$ cat src/van_line_pkg.sv
// Shared constants for the line controller register port and its host bridge
package van_line_pkg;
   // Device register offsets
   localparam logic [6:0] DIAG_CTRL_OFS = 7'h02;
   localparam logic [6:0] CMD_OFS       = 7'h03;
   localparam logic [6:0] LINE_OFS      = 7'h04;
   localparam logic [6:0] LIVE_OFS      = 7'h05;
   localparam logic [6:0] LAST_OFS      = 7'h06;
   localparam logic [6:0] CHAN_BASE_OFS = 7'h10;
   // Diagnosis control fields
   localparam int DIV_SEL_LSB  = 4;
   localparam int IN_SEL_LSB   = 2;
   localparam int TIP_EN_BIT   = 1;
   localparam int DIV_EN_BIT   = 0;
   localparam logic [7:0] DIAG_CTRL_RST = 8'h00;
   // Command bits
   localparam int CMD_SOFT_GLOBAL_RESET_BIT  = 7;
   localparam int CMD_SLEEP_BIT = 6;
   localparam int CMD_IDLE_BIT  = 5;
   localparam int CMD_GO_ONLINE_CMD_BIT  = 4;
   localparam int CMD_REAR_BIT  = 3;
   localparam int CMD_MTICK_BIT = 0;
   localparam logic [7:0] CMD_RSVD_MASK = 8'h06;
   // Line status bits
   localparam int LS_SLEEP_BIT = 6;
   localparam int LS_IDLE_BIT  = 5;
   localparam int LS_MISM_BIT  = 4;
   localparam int LS_HLTH_LSB  = 2;
   localparam int LS_TXP_BIT   = 1;
   localparam int LS_BUSY_BIT  = 0;
   localparam logic [7:0] STAT_RST = 8'h00;
   // Input select codes
   localparam logic [1:0] SEL_DIFF = 2'h0;
   localparam logic [1:0] SEL_TWO  = 2'h1;
   localparam logic [1:0] SEL_ONE  = 2'h2;
   localparam logic [1:0] SEL_AUTO = 2'h3;
   // Timing: timeslot clock is mclk divided by sixteen
   localparam int TS_MCLK        = 16;
   localparam int CMD_DELAY_TS   = 6;
   localparam int TICK_HIGH_TS   = 2;
   localparam int DIV_BASE       = 64;
   // Host APB map
   localparam logic [7:0] APB_CTRL_OFS = 8'h00;
   localparam logic [7:0] APB_STAT_OFS = 8'h04;
   localparam int HC_ADDR_LSB  = 0;
   localparam int HC_DATA_LSB  = 8;
   localparam int HC_WRITE_BIT = 16;
   localparam int HC_WAKE_BIT  = 17;
   localparam int HS_BUSY_BIT  = 0;
   localparam int HS_REFUSE_BIT = 1;
   localparam int HS_RDATA_LSB = 8;
   typedef enum logic [2:0] {
      MODE_IDLE   = 3'b001,
      MODE_ACTIVE = 3'b010,
      MODE_SLEEP  = 3'b100
   } line_mode_t;
endpackage

$ cat src/van_reg_if.sv
// Byte register port between the host bridge and the line controller
`timescale 1ns/1ps
interface van_reg_if;
   logic       sel;
   logic       wr;
   logic [6:0] addr;
   logic [7:0] wdata;
   logic [7:0] rdata;
   logic       rvalid;
   logic       wakeReq;
   modport dev  (input sel, input wr, input addr, input wdata, input wakeReq, output rdata, output rvalid);
   modport host (output sel, output wr, output addr, output wdata, output wakeReq, input rdata, input rvalid);
endinterface

$ cat src/van_line_dev.sv
// Line controller command, diagnosis control and status registers
// Behaviour
// RQ1: Input select bits pick receive source or auto
// RQ2: Enable bit gates transmission-in-progress indication
// RQ3: Enable bit runs the diagnosis tick divider
// RQ4: Host writes zero to reserved command bits
// RQ5: Commands take effect within six timeslots
// RQ6: Soft reset acts as pin reset, self-clears
// RQ7: Sleep stops oscillator and register access
// RQ8: Only pin reset or wake reset leaves sleep
// RQ9: Idle mode: no bus traffic, driver off
// RQ10: Activate command enables bus driver
// RQ11: Re-arbitrate after attempt, clearing retry count
// RQ12: Manual tick pulse high two timeslots
// RQ13: Line status read-only, resets idle
// RQ14: Health bits report diagnosis state
// RQ15: Mismatch flag sticky until frame end
// RQ16: Pending flag holds while message attempted
// RQ17: Host edits channels only when quiet; bridge checks only the last line status it read
// RQ18: Live register shows retries and channel
// RQ19: Last register shows last channel, retries
// RQ20: Diagnosis control layout, resets zero
// RQ21: Divider divides by sixty-four times power two
// RQ22: Frame end is a single pulse
// RQ23: Command bits act once, nothing readable
`timescale 1ns/1ps
module van_line_dev (
   input  wire logic  mclk,
   input  wire logic  nrst,
   van_reg_if.dev     regs,
   input  wire logic  lineInDiff,
   input  wire logic  lineInOne,
   input  wire logic  lineInTwo,
   input  wire logic  txData,
   input  wire logic  txActive,
   input  wire logic  txChosen,
   input  wire logic  txDone,
   input  wire logic  busActive,
   input  wire logic  endOfFramePulse,
   input  wire logic  attemptBusy,
   input  wire logic [1:0] lineHealth,
   input  wire logic [3:0] liveRetryCount,
   input  wire logic [3:0] liveTxChannel,
   input  wire logic  msgDone,
   input  wire logic  msgWasTx,
   input  wire logic [3:0] msgChannel,
   output logic       rxSelected,
   output logic       lineOut,
   output logic       lineOutOe,
   output logic       txInProgress,
   output logic       diagTick,
   output logic       redoArbitration,
   output logic       oscRun
);
   localparam logic [3:0] TS_LAST = 4'(van_line_pkg::TS_MCLK - 1);
   logic [3:0]  tsCnt_reg;
   logic        tsTick;
   logic        softRst_reg;
   logic        clr;
   logic [7:0]  diagCtrl_reg;
   logic [7:0]  cmdPend_reg;
   logic        cmdApply;
   van_line_pkg::line_mode_t mode_reg;
   logic        mismatch_reg;
   logic        txPending_reg;
   logic [7:0]  live_reg;
   logic [7:0]  last_reg;
   logic        rearbPend_reg;
   logic [21:0] divCnt_reg;
   logic [21:0] divLast;
   logic [1:0]  tickHold_reg;
   logic        tickStart;
   logic [1:0]  selEff;
   logic        inputsDiffer;
   logic [7:0]  lineStatus;
   logic [7:0]  rdata_reg;
   logic        rvalid_reg;
   logic        isSleep;
   logic        isActive;
   assign clr      = softRst_reg;
   assign isSleep  = (mode_reg == van_line_pkg::MODE_SLEEP);
   assign isActive = (mode_reg == van_line_pkg::MODE_ACTIVE);
   assign tsTick   = (tsCnt_reg == TS_LAST) && !isSleep;
   // Timeslot clock; frozen in sleep since the oscillator is stopped
   always_ff @(posedge mclk or negedge nrst) begin
      if (!nrst) begin
         tsCnt_reg <= 4'h0;
      end else if (clr || isSleep) begin
         tsCnt_reg <= 4'h0;
      end else begin
         tsCnt_reg <= tsCnt_reg + 4'h1;
      end
   end
   always_ff @(posedge mclk or negedge nrst) begin
      if (!nrst) begin
         softRst_reg <= 1'b0;
      end else begin
         softRst_reg <= regs.wakeReq || (cmdApply && cmdPend_reg[van_line_pkg::CMD_SOFT_GLOBAL_RESET_BIT]); // see RQ6 RQ8
      end
   end
   always_ff @(posedge mclk or negedge nrst) begin
      if (!nrst) begin
         diagCtrl_reg <= van_line_pkg::DIAG_CTRL_RST;
      end else if (clr) begin
         diagCtrl_reg <= van_line_pkg::DIAG_CTRL_RST; // see RQ20
      end else if (regs.sel && regs.wr && !isSleep && regs.addr == van_line_pkg::DIAG_CTRL_OFS) begin
         diagCtrl_reg <= regs.wdata; // see RQ20
      end
   end
   assign cmdApply = tsTick && (cmdPend_reg != 8'h00); // see RQ5
   always_ff @(posedge mclk or negedge nrst) begin
      if (!nrst) begin
         cmdPend_reg <= 8'h00;
      end else if (clr) begin
         cmdPend_reg <= 8'h00;
      end else if (regs.sel && regs.wr && !isSleep && regs.addr == van_line_pkg::CMD_OFS) begin
         cmdPend_reg <= regs.wdata & ~van_line_pkg::CMD_RSVD_MASK; // see RQ23
      end else if (cmdApply) begin
         cmdPend_reg <= 8'h00; // see RQ23
      end
   end
   // Operating mode; sleep wins over idle, idle over activate
   always_ff @(posedge mclk or negedge nrst) begin
      if (!nrst) begin
         mode_reg <= van_line_pkg::MODE_IDLE;
      end else if (clr) begin
         mode_reg <= van_line_pkg::MODE_IDLE; // see RQ13
      end else if (cmdApply) begin
         case (mode_reg)
            van_line_pkg::MODE_SLEEP: mode_reg <= van_line_pkg::MODE_SLEEP; // see RQ8
            van_line_pkg::MODE_IDLE, van_line_pkg::MODE_ACTIVE: begin
               if (cmdPend_reg[van_line_pkg::CMD_SLEEP_BIT]) begin
                  mode_reg <= van_line_pkg::MODE_SLEEP; // see RQ7
               end else if (cmdPend_reg[van_line_pkg::CMD_IDLE_BIT]) begin
                  mode_reg <= van_line_pkg::MODE_IDLE; // see RQ9
               end else if (cmdPend_reg[van_line_pkg::CMD_GO_ONLINE_CMD_BIT]) begin
                  mode_reg <= van_line_pkg::MODE_ACTIVE; // see RQ10
               end
            end
            default: mode_reg <= van_line_pkg::MODE_IDLE;
         endcase
      end
   end
   assign oscRun    = !isSleep; // see RQ7
   assign lineOutOe = isActive; // see RQ9 RQ10
   always_ff @(posedge mclk or negedge nrst) begin
      if (!nrst) begin
         lineOut <= 1'b0;
      end else begin
         lineOut <= isActive & txData;
      end
   end
   always_comb begin
      selEff = diagCtrl_reg[van_line_pkg::IN_SEL_LSB +: 2];
      if (selEff == van_line_pkg::SEL_AUTO) begin // see RQ1
         case (lineHealth)
            2'h1:    selEff = van_line_pkg::SEL_TWO;
            2'h2:    selEff = van_line_pkg::SEL_ONE;
            default: selEff = van_line_pkg::SEL_DIFF;
         endcase
      end
   end
   always_ff @(posedge mclk or negedge nrst) begin
      if (!nrst) begin
         rxSelected <= 1'b0;
      end else begin
         case (selEff) // see RQ1
            van_line_pkg::SEL_TWO: rxSelected <= lineInTwo;
            van_line_pkg::SEL_ONE: rxSelected <= lineInOne;
            default:               rxSelected <= lineInDiff;
         endcase
      end
   end
   always_ff @(posedge mclk or negedge nrst) begin
      if (!nrst) begin
         txInProgress <= 1'b0;
      end else begin
         txInProgress <= txActive && isActive && diagCtrl_reg[van_line_pkg::TIP_EN_BIT]; // see RQ2
      end
   end
   assign divLast = 22'((van_line_pkg::DIV_BASE << diagCtrl_reg[van_line_pkg::DIV_SEL_LSB +: 4]) - 1); // see RQ21
   always_ff @(posedge mclk or negedge nrst) begin
      if (!nrst) begin
         divCnt_reg <= 22'h0;
      end else if (clr || !diagCtrl_reg[van_line_pkg::DIV_EN_BIT]) begin
         divCnt_reg <= 22'h0; // see RQ3
      end else if (tsTick) begin
         divCnt_reg <= (divCnt_reg >= divLast) ? 22'h0 : divCnt_reg + 22'h1;
      end
   end
   assign tickStart = (tsTick && diagCtrl_reg[van_line_pkg::DIV_EN_BIT] && divCnt_reg >= divLast) // see RQ3
                   || (cmdApply && cmdPend_reg[van_line_pkg::CMD_MTICK_BIT]); // see RQ12
   always_ff @(posedge mclk or negedge nrst) begin
      if (!nrst) begin
         tickHold_reg <= 2'h0;
         diagTick     <= 1'b0;
      end else if (clr) begin
         tickHold_reg <= 2'h0;
         diagTick     <= 1'b0;
      end else if (tickStart) begin
         tickHold_reg <= 2'(van_line_pkg::TICK_HIGH_TS); // see RQ12
         diagTick     <= 1'b1;
      end else if (tsTick && tickHold_reg != 2'h0) begin
         tickHold_reg <= tickHold_reg - 2'h1;
         diagTick     <= (tickHold_reg != 2'h1);
      end
   end
   always_ff @(posedge mclk or negedge nrst) begin
      if (!nrst) begin
         rearbPend_reg   <= 1'b0;
         redoArbitration <= 1'b0;
      end else if (clr) begin
         rearbPend_reg   <= 1'b0;
         redoArbitration <= 1'b0;
      end else begin
         redoArbitration <= rearbPend_reg && !attemptBusy; // see RQ11
         rearbPend_reg   <= (cmdApply && cmdPend_reg[van_line_pkg::CMD_REAR_BIT]) || (rearbPend_reg && attemptBusy);
      end
   end
   // Sticky flags: the set beats a same-cycle clear
   assign inputsDiffer = !((lineInDiff == lineInOne) && (lineInOne == lineInTwo));
   always_ff @(posedge mclk or negedge nrst) begin
      if (!nrst) begin
         mismatch_reg  <= 1'b0;
         txPending_reg <= 1'b0;
      end else if (clr) begin
         mismatch_reg  <= 1'b0; // see RQ15
         txPending_reg <= 1'b0;
      end else begin
         mismatch_reg  <= inputsDiffer || (mismatch_reg && !endOfFramePulse); // see RQ15 RQ22
         txPending_reg <= txChosen || (txPending_reg && !txDone); // see RQ16
      end
   end
   always_ff @(posedge mclk or negedge nrst) begin
      if (!nrst) begin
         live_reg <= van_line_pkg::STAT_RST;
         last_reg <= van_line_pkg::STAT_RST;
      end else if (clr) begin
         live_reg <= van_line_pkg::STAT_RST;
         last_reg <= van_line_pkg::STAT_RST;
      end else begin
         live_reg <= {liveRetryCount, liveTxChannel}; // see RQ18
         if (msgDone) begin
            // Retries are meaningless after a reception; zero is shown
            last_reg <= {msgWasTx ? liveRetryCount : 4'h0, msgChannel}; // see RQ19
         end
      end
   end
   assign lineStatus = {1'b0, isSleep, mode_reg == van_line_pkg::MODE_IDLE, mismatch_reg,
                        lineHealth, txPending_reg, busActive}; // see RQ13 RQ14 RQ17
   // Read port answers one cycle after select; sleep blocks access
   always_ff @(posedge mclk or negedge nrst) begin
      if (!nrst) begin
         rdata_reg  <= 8'h00;
         rvalid_reg <= 1'b0;
      end else begin
         rvalid_reg <= regs.sel;
         rdata_reg  <= 8'h00;
         if (regs.sel && !regs.wr && !isSleep) begin // see RQ7
            case (regs.addr)
               van_line_pkg::DIAG_CTRL_OFS: rdata_reg <= diagCtrl_reg;
               van_line_pkg::LINE_OFS:      rdata_reg <= lineStatus;
               van_line_pkg::LIVE_OFS:      rdata_reg <= live_reg;
               van_line_pkg::LAST_OFS:      rdata_reg <= last_reg;
               default:                     rdata_reg <= 8'h00; // see RQ23
            endcase
         end
      end
   end
   assign regs.rdata  = rdata_reg;
   assign regs.rvalid = rvalid_reg;
endmodule

$ cat src/flat_wrapper.sv
// flat-port wrapper written by rule: the top's interface ports become plain ports
module van_line_dev_flat 
  (mclk, nrst, lineInDiff, lineInOne, lineInTwo, txData, txActive, txChosen, txDone, busActive, endOfFramePulse, attemptBusy, lineHealth, liveRetryCount, liveTxChannel, msgDone, msgWasTx, msgChannel, rxSelected, lineOut, lineOutOe, txInProgress, diagTick, redoArbitration, oscRun, regs_sel, regs_wr, regs_addr, regs_wdata, regs_wakeReq, regs_rdata, regs_rvalid);
  van_reg_if regs_i ();
  input  wire logic mclk;
  input  wire logic nrst;
  input  wire logic lineInDiff;
  input  wire logic lineInOne;
  input  wire logic lineInTwo;
  input  wire logic txData;
  input  wire logic txActive;
  input  wire logic txChosen;
  input  wire logic txDone;
  input  wire logic busActive;
  input  wire logic endOfFramePulse;
  input  wire logic attemptBusy;
  input  wire logic [1:0] lineHealth;
  input  wire logic [3:0] liveRetryCount;
  input  wire logic [3:0] liveTxChannel;
  input  wire logic msgDone;
  input  wire logic msgWasTx;
  input  wire logic [3:0] msgChannel;
  output logic rxSelected;
  output logic lineOut;
  output logic lineOutOe;
  output logic txInProgress;
  output logic diagTick;
  output logic redoArbitration;
  output logic oscRun;
  input wire logic [$bits(regs_i.sel)-1:0] regs_sel;
  input wire logic [$bits(regs_i.wr)-1:0] regs_wr;
  input wire logic [$bits(regs_i.addr)-1:0] regs_addr;
  input wire logic [$bits(regs_i.wdata)-1:0] regs_wdata;
  input wire logic [$bits(regs_i.wakeReq)-1:0] regs_wakeReq;
  output wire logic [$bits(regs_i.rdata)-1:0] regs_rdata;
  output wire logic [$bits(regs_i.rvalid)-1:0] regs_rvalid;
  assign regs_i.sel = regs_sel;
  assign regs_i.wr = regs_wr;
  assign regs_i.addr = regs_addr;
  assign regs_i.wdata = regs_wdata;
  assign regs_i.wakeReq = regs_wakeReq;
  assign regs_rdata = regs_i.rdata;
  assign regs_rvalid = regs_i.rvalid;
  van_line_dev u_core (.mclk(mclk), .nrst(nrst), .regs(regs_i), .lineInDiff(lineInDiff), .lineInOne(lineInOne), .lineInTwo(lineInTwo), .txData(txData), .txActive(txActive), .txChosen(txChosen), .txDone(txDone), .busActive(busActive), .endOfFramePulse(endOfFramePulse), .attemptBusy(attemptBusy), .lineHealth(lineHealth), .liveRetryCount(liveRetryCount), .liveTxChannel(liveTxChannel), .msgDone(msgDone), .msgWasTx(msgWasTx), .msgChannel(msgChannel), .rxSelected(rxSelected), .lineOut(lineOut), .lineOutOe(lineOutOe), .txInProgress(txInProgress), .diagTick(diagTick), .redoArbitration(redoArbitration), .oscRun(oscRun));
endmodule
$ cat config.mk
export PLATFORM = sky130hd
export DESIGN_NAME = van_line_dev_flat
export DESIGN_NICKNAME = d
export VERILOG_FILES = /design/src/van_line_pkg.sv /design/src/van_reg_if.sv /design/src/van_line_dev.sv /design/src/flat_wrapper.sv
export SDC_FILE = /design/constraint.sdc
export NUM_CORES = 1
export LEC_CHECK = 0
export ABC_CLOCK_PERIOD_IN_PS = 6150
export BUFFER_PORTS_ARGS = -buffer_cell sky130_fd_sc_hd__buf_2
export CAP_MARGIN = 10
export CORE_MARGIN = 10
export CORE_UTILIZATION = 40
export DETAILED_ROUTE_END_ITERATION = 10
export GPL_TIMING_DRIVEN = 0
export PLACE_DENSITY = 0.63
export SLEW_MARGIN = 20
export SYNTH_ARGS = -nofsm -noshare
export SYNTH_HDL_FRONTEND = slang
export SYNTH_SLANG_ARGS = --single-unit
$ cat constraint.sdc
create_clock -name mclk -period 6.15 [get_ports mclk]
set_input_delay 0.9225 -clock mclk [delete_from_list [all_inputs] [get_ports mclk]]
set_output_delay 0.9225 -clock mclk [all_outputs]
set_load 0.02 [all_outputs]
# Yosys cells after proc, flatten, opt, wreduce, memory -nomap -nowiden
# Cells that the tools add are included.
[totals] reg_bits=81 in_bits=46 elab_cells=123
[op_classes] n_addsub=4 order_cmp=1 eq_ne=18 shift=1 mux=34 n_bitwise=1 reduce_logical=45
[ops] cell="8-bit 2-to-1 mux" n=9
[ops] cell="22-bit 2-to-1 mux" n=3
[ops] cell="8-bit one-hot mux with 4 select lines" n=1
[ops] cell="22-bit by 1-bit adder with 22-bit output, second input constant" n=1
[ops] cell="22-bit >= comparator" n=1
[ops] cell="7-bit by 4-bit left shift with 22-bit output, first input constant" n=1
[ops] cell="22-bit by 2-bit subtractor with 22-bit output, second input constant" n=1
[ops] cell="7-bit by 3-bit == test with 1-bit output, second input constant" n=3
[ops] cell="1-bit logical AND" n=21
[ops] cell="3-bit 2-to-1 mux" n=5
[ops] cell="7-bit by 2-bit == test with 1-bit output, second input constant" n=2
[ops] cell="2-bit nonzero test" n=5
[ops] cell="2-bit 2-to-1 mux" n=4
[ops] cell="4-bit 2-to-1 mux" n=2
[ops] cell="8-bit nonzero test" n=1
[ops] cell="1-bit logical NOT" n=7
[ops] cell="1-bit logical OR" n=7
[ops] cell="1-bit 2-to-1 mux" n=7
[ops] cell="2-bit == test, second input constant" n=3
[ops] cell="3-bit one-hot mux with 2 select lines" n=1
[ops] cell="3-bit nonzero test" n=2
[ops] cell="5-bit by 1-bit != test with 1-bit output, second input constant" n=1
[ops] cell="4-bit by 1-bit adder with 4-bit output, second input constant" n=1
[ops] cell="2-bit by 1-bit == test with 1-bit output, second input constant" n=2
[ops] cell="12 further kinds" n=13

# Depth between registers and ports, before layout
[depth] word_depth=8 mapped_depth=17

# Least setup slack after synthesis
# No wires, ideal clock.
[synth_timing] kind="reg2reg" startpoint="register u_core.diagCtrl_reg[5]" endpoint="register u_core.divCnt_reg[13]" arrival_ps=3451 required_time_ps=6046 setup_slack_ps=2596 path_stages_with_launch=16 cell_sequence="dfrtp_1 clkbuf_1 clkbuf_1 nand3b_1 ha_1 clkbuf_1 clkbuf_1 a21oi_1 o21a_1 ha_1 a41oi_1 o21ai_1 a211oi_2 buf_4 nand3_2 o41ai_2"
[synth_between] elab_chain_cells=6
[synth_rtl] element="from (decl)" line="van_line_dev.sv:60" source="logic [7:0] diagCtrl_reg;"
[synth_rtl] element="from (signal assigned)" line="van_line_dev.sv:103" source="diagCtrl_reg <= van_line_pkg::DIAG_CTRL_RST;"
[synth_rtl] element="from (signal assigned)" line="van_line_dev.sv:105" source="diagCtrl_reg <= van_line_pkg::DIAG_CTRL_RST;"
[synth_rtl] element="from (signal assigned)" line="van_line_dev.sv:107" source="diagCtrl_reg <= regs.wdata;"
[synth_rtl] element="7-bit by 4-bit left shift with 22-bit output" line="van_line_dev.sv:181" source="assign divLast = 22'((van_line_pkg::DIV_BASE << diagCtrl_reg[van_line_pkg::DIV_SEL_LSB +: 4]) - 1);"
[synth_rtl] element="22-bit by 2-bit subtractor with 22-bit output" line="van_line_dev.sv:181"
[synth_rtl] element="22-bit >= comparator" line="van_line_dev.sv:188" source="divCnt_reg <= (divCnt_reg >= divLast) ? 22'h0 : divCnt_reg + 22'h1;"
[synth_rtl] element="22-bit 2-to-1 mux" line="van_line_dev.sv:188"
[synth_rtl] element="22-bit 2-to-1 mux" line="van_line_dev.sv:187" source="end else if (tsTick) begin"
[synth_rtl] element="22-bit 2-to-1 mux" line="van_line_dev.sv:185" source="end else if (clr || !diagCtrl_reg[van_line_pkg::DIV_EN_BIT]) begin"
[synth_rtl] element="to (signal assigned)" line="van_line_dev.sv:188"
[synth_rtl] element="to (decl)" line="van_line_dev.sv:69" source="logic [21:0] divCnt_reg;"
# No other way between the ends. The select of a mux whose other input is x is not followed.
# A chain may end at the register's enable or synchronous reset.

# Worst setup path after layout
[layout_timing] startpoint="register u_core.diagCtrl_reg[5]" endpoint="register u_core.divCnt_reg[6]"
# The elaborated chain is that of the path after synthesis.

==> impl_metrics.yaml <==
power_and_ir_drop:
  p_seq_share_pct: 44.8
  power_switching_uw: 272
  vdd_ir_drop_max_uv: 143
  p_sw_share_pct: 22.6
  combPwrFrac_pct: 6.3
  clkPwrFrac_pct: 48.9
  cellLeakagePower_nw: 2.54
  power_report.internal_total_uw: 931
  power_density_mw_per_mm2: 220
die:
  fp.dieW_um: 128
  dieArea_mm2: 0.0163
  floorplan.die.height_um: 128
  floorplan.initialDensity_pct: 40.8
  placement_rows: 39
  design.portCount: 62
  placeableCoreArea_mm2: 0.0114
worst_setup_path:
  r2r_setup_slack_ps: 1760
  r2r_end: "u_core.divCnt_reg[6]$_DFFE_PN0P_"
  critPathRequiredTime_ps: 6380
  timing.setup.critical_path_class: "register to register"
  worst_setup_path_end_kind: "register"
  rr_startpoint: "u_core.diagCtrl_reg[5]$_DFFE_PN0P_"
  crit_path_start_kind: "register"
  timing.critical_path.arrival_ps: 4620
  reg2regPathDepth: 15
  path_max_fanout: 10
hold_path:
  min-delay-path-class: "register to register"
  capture_endpoint_of_the_worst_hold_path: "u_core.tsCnt_reg[0]$_DFF_PN0_"
  worstHoldPathCells: 1
  hold_path_start: "u_core.tsCnt_reg[0]$_DFF_PN0_"
timing:
  worst_clock_skew_ps: 6.08
  worstMarginPinSlew_ps: 807
  timing.final.max_slew_violations: 0
  hold_viol: 0
  layout_worst_path_cycle_share_pct: 71.4
  final.min_clock_period_ps: 4390
  setup_tns_ps: 0
  slew_headroom_pct: 45.8
  setup_repair_after_global_routing_missed_its_margin: "false"
  timing.final.ws_setup_ps: 1760
  fin_worst_hold_slack_ps: 461
  fmaxAchievable_ghz: 0.228
  finalSetupViolCount: 0
drt:
  vias: 4152
  drt_drc: 0
  drt_iter0_markers: 421
  detail-route-antenna-nets: 0
  drtPass1Iterations: 5
  finalWirelength_um: 12600
  post_drt_via_cell_ratio: 5.82
  final_routed_wire_length_divided_by_cell_count_um: 17.6
clocking:
  cts_repair_resize_count: 0
  clkSlewWorstSetupHoldPaths_ps: 60
  number_of_hold_buffers_added_after_cts: 0
  cts.repair_timing.setup_buffer_count: 0
  tritoncts.num_buffers: 9
  clock-root-buffer: "sky130_fd_sc_hd__clkbuf_16"
  ctsHtreeMaxLevel: 3
  clock_sinks: 79
  worstSkewPairLatency_ps: 350
  tritoncts: "built"
  clock_tree.buffer_depth: 2
logic_synthesis:
  synthesized_area_fraction_occupied_by_xor_and_xnor_cells_pct: 0.755
  synth-compound-area-share_pct: 20.7
  syn-mean-instance-area_um2: 9.41
  muxShareOfSynthArea_pct: 3.99
  syn_area_mm2: 0.00464
  syn-instance-count: 493
  synth-simple-area-share_pct: 21.6
  mappedNetlistNets: 562
  primary_flip_flop_cell_chosen_by_synthesis_mapping: "sky130_fd_sc_hd__dfrtp_1"
  yosys.area_share.adder_pct: 6.20
  combinational_family_with_the_most_area_after_synthesis: "simple AND/OR/NAND/NOR gates"
  fraction_of_registers_with_async_set_reset_pct: 100
  postSynthRegisterBits: 79
  yosysWarningCount: 0
  sequential_to_total_area_share_from_yosys_stat_pct: 42.6
  yosys.cell_types.count: 73
  synth_enable_flop_cells: 0
grt:
  grt_pass1_wl_um: 21200
  number_of_antenna_violations_at_the_first_check_in_global_routing: 0
  grt_start_max_net_pins: 54
  grt_usage_pct: 16.0
  overflow: 0
  first_global_vias: 4196
final_layout:
  layout.area.seq_mm2: 0.00198
  layout_cells_sized_above_1_pct: 18.2
  layout.filler_cells: 1069
  diodes_inserted: 0
  area.growth.synth_to_final_pct: 18.0
  area_used_by_multi_input_combinational_logic_mm2: 0.00247
  layout_common_cells: "78 x sky130_fd_sc_hd__dfrtp_1, 64 x sky130_fd_sc_hd__buf_2, 50 x sky130_fd_sc_hd__nor2_1, 48 x sky130_fd_sc_hd__nand2_1, 31 x sky130_fd_sc_hd__a21oi_1"
  final_nets: 635
  max_reg_flops: 22
  final_common_cell: "sky130_fd_sc_hd__dfrtp_1"
placement:
  gp_routability_congestion: 0.865
  post_detail_place_hpwl_um: 9300
  port_buffers: 61
  detailedPlace.worstSlack_ps: 1800
status:
  status: "finished clean"
run:
  timing.max_cap.violations: 0
## power groups by stage
| stage | Sequential, mW | Combinational [mW] | Clock (mW) |
|---|---|---|---|
| CTS | 0.538 | 0.0759 | 0.599 |
| global placement | 0.548 | 0.0711 | 0 |
| finish | 0.539 | 0.0753 | 0.589 |
| floorplan | 0.547 | 0.0342 | 0 |
| global route | 0.540 | 0.0842 | 0.625 |
| detailed placement | 0.548 | 0.0754 | 0 |
## area by class of cell
cell class / count / area share, %
multi-input combinational: 368 / 45.1
timing repair buffer: 62 / 6.12
sequential: 79 / 36.1
clock buffer: 12 / 4.50
buffer: 27 / 2.15
clock inverter: 4 / 1.39
tap: 143 / 3.27
inverter: 19 / 1.30
## worst max path at each step
| stage | start | to | slack (ps) |
|---|---|---|---|
| CTS | u_core.diagCtrl_reg[5]$_DFFE_PN0P_ | u_core.divCnt_reg[13]$_DFFE_PN0P_ | 1750 |
| floorplan | u_core.diagCtrl_reg[5]$_DFFE_PN0P_ | u_core.divCnt_reg[13]$_DFFE_PN0P_ | 2600 |
| global placement | u_core.diagCtrl_reg[5]$_DFFE_PN0P_ | u_core.divCnt_reg[5]$_DFFE_PN0P_ | 1780 |
| global route | u_core.diagCtrl_reg[5]$_DFFE_PN0P_ | u_core.divCnt_reg[9]$_DFFE_PN0P_ | 1380 |
| finish | u_core.diagCtrl_reg[5]$_DFFE_PN0P_ | u_core.divCnt_reg[6]$_DFFE_PN0P_ | 1760 |
| detailed placement | u_core.diagCtrl_reg[5]$_DFFE_PN0P_ | u_core.divCnt_reg[13]$_DFFE_PN0P_ | 1800 |
## cell families (layout without fill, tap and decap cells)
group | count (synthesis) | after routing
XOR/XNOR | 4 | 4
flip-flops | 79 | 79
AO/OA/AOI/OAI | 131 | 131
buffers and inverters | 46 | 124
multiplexers | 18 | 18
adder cells (fa/ha/maj) | 23 | 23
AND/OR/NAND/NOR | 191 | 191
other | 1 | 1
## metrics by stage
stage,std cells,util [%],power (mW),area (µm²)
floorplan,493,-,0.582,4640
global placement,697,45.1,0.619,5120
detailed placement,698,45.3,0.623,5150
CTS,714,48.2,1.21,5480
global route,714,48.2,1.25,5480
finish,714,48.2,1.20,5480
## cells in the mapped netlist, types with 3 or more instances
cell type / instances / area (µm²)
sky130_fd_sc_hd__xnor2_1: 3 / 26.3
sky130_fd_sc_hd__a41oi_1: 5 / 43.8
sky130_fd_sc_hd__o21ai_1: 3 / 15.0
sky130_fd_sc_hd__o22ai_1: 3 / 18.8
sky130_fd_sc_hd__o211a_1: 3 / 30.0
sky130_fd_sc_hd__ha_1: 23 / 288
sky130_fd_sc_hd__mux2i_1: 14 / 140
sky130_fd_sc_hd__mux2_2: 4 / 45.0
sky130_fd_sc_hd__nand3_2: 3 / 30.0
sky130_fd_sc_hd__buf_4: 3 / 22.5
sky130_fd_sc_hd__and2_1: 3 / 18.8
sky130_fd_sc_hd__buf_2: 4 / 20.0
sky130_fd_sc_hd__inv_1: 17 / 63.8
sky130_fd_sc_hd__o31ai_1: 4 / 30.0
sky130_fd_sc_hd__a32oi_1: 9 / 78.8
sky130_fd_sc_hd__and3_1: 5 / 31.3
sky130_fd_sc_hd__or3_1: 3 / 18.8
sky130_fd_sc_hd__nand3_1: 24 / 120
sky130_fd_sc_hd__o21ai_0: 14 / 70.1
sky130_fd_sc_hd__a31oi_1: 3 / 18.8
sky130_fd_sc_hd__a21oi_1: 31 / 155
sky130_fd_sc_hd__dfrtp_1: 78 / 1950
sky130_fd_sc_hd__nor3_1: 5 / 25.0
sky130_fd_sc_hd__a22oi_1: 11 / 82.6
sky130_fd_sc_hd__nand4_1: 7 / 43.8
sky130_fd_sc_hd__clkbuf_1: 18 / 67.6
sky130_fd_sc_hd__o41ai_1: 3 / 26.3
sky130_fd_sc_hd__nor3b_1: 3 / 22.5
sky130_fd_sc_hd__nor2b_1: 13 / 81.3
sky130_fd_sc_hd__nand2_1: 48 / 180
sky130_fd_sc_hd__nand2b_1: 8 / 50.1
sky130_fd_sc_hd__a22o_1: 14 / 123
sky130_fd_sc_hd__nor2_1: 50 / 188
sky130_fd_sc_hd__a41o_1: 8 / 80.1
## worst max-delay path, stage by stage (launching register included)
cell and delay, ps:
sky130_fd_sc_hd__dfrtp_1 320, sky130_fd_sc_hd__clkbuf_1 300, sky130_fd_sc_hd__clkbuf_1 390, sky130_fd_sc_hd__nand3b_1 170
sky130_fd_sc_hd__ha_1 150, sky130_fd_sc_hd__clkbuf_1 260, sky130_fd_sc_hd__clkbuf_1 370, sky130_fd_sc_hd__a21oi_1 110
sky130_fd_sc_hd__o21a_1 190, sky130_fd_sc_hd__ha_1 300, sky130_fd_sc_hd__a41oi_1 200, sky130_fd_sc_hd__o21ai_1 120
sky130_fd_sc_hd__a211oi_2 620, sky130_fd_sc_hd__buf_4 290, sky130_fd_sc_hd__nand3_2 170, sky130_fd_sc_hd__o41ai_1 300
## layer usage
layer  GRT usage, %  up-vias  share of wire, %
met3           4.55       18               6.6
met5              0        -                 0
li1               -     1972                 -
met1           21.1     2023                46
met4           5.17        0               1.7
met2           24.7      139                46
Note: power is estimated with default switching activity, not from simulation.
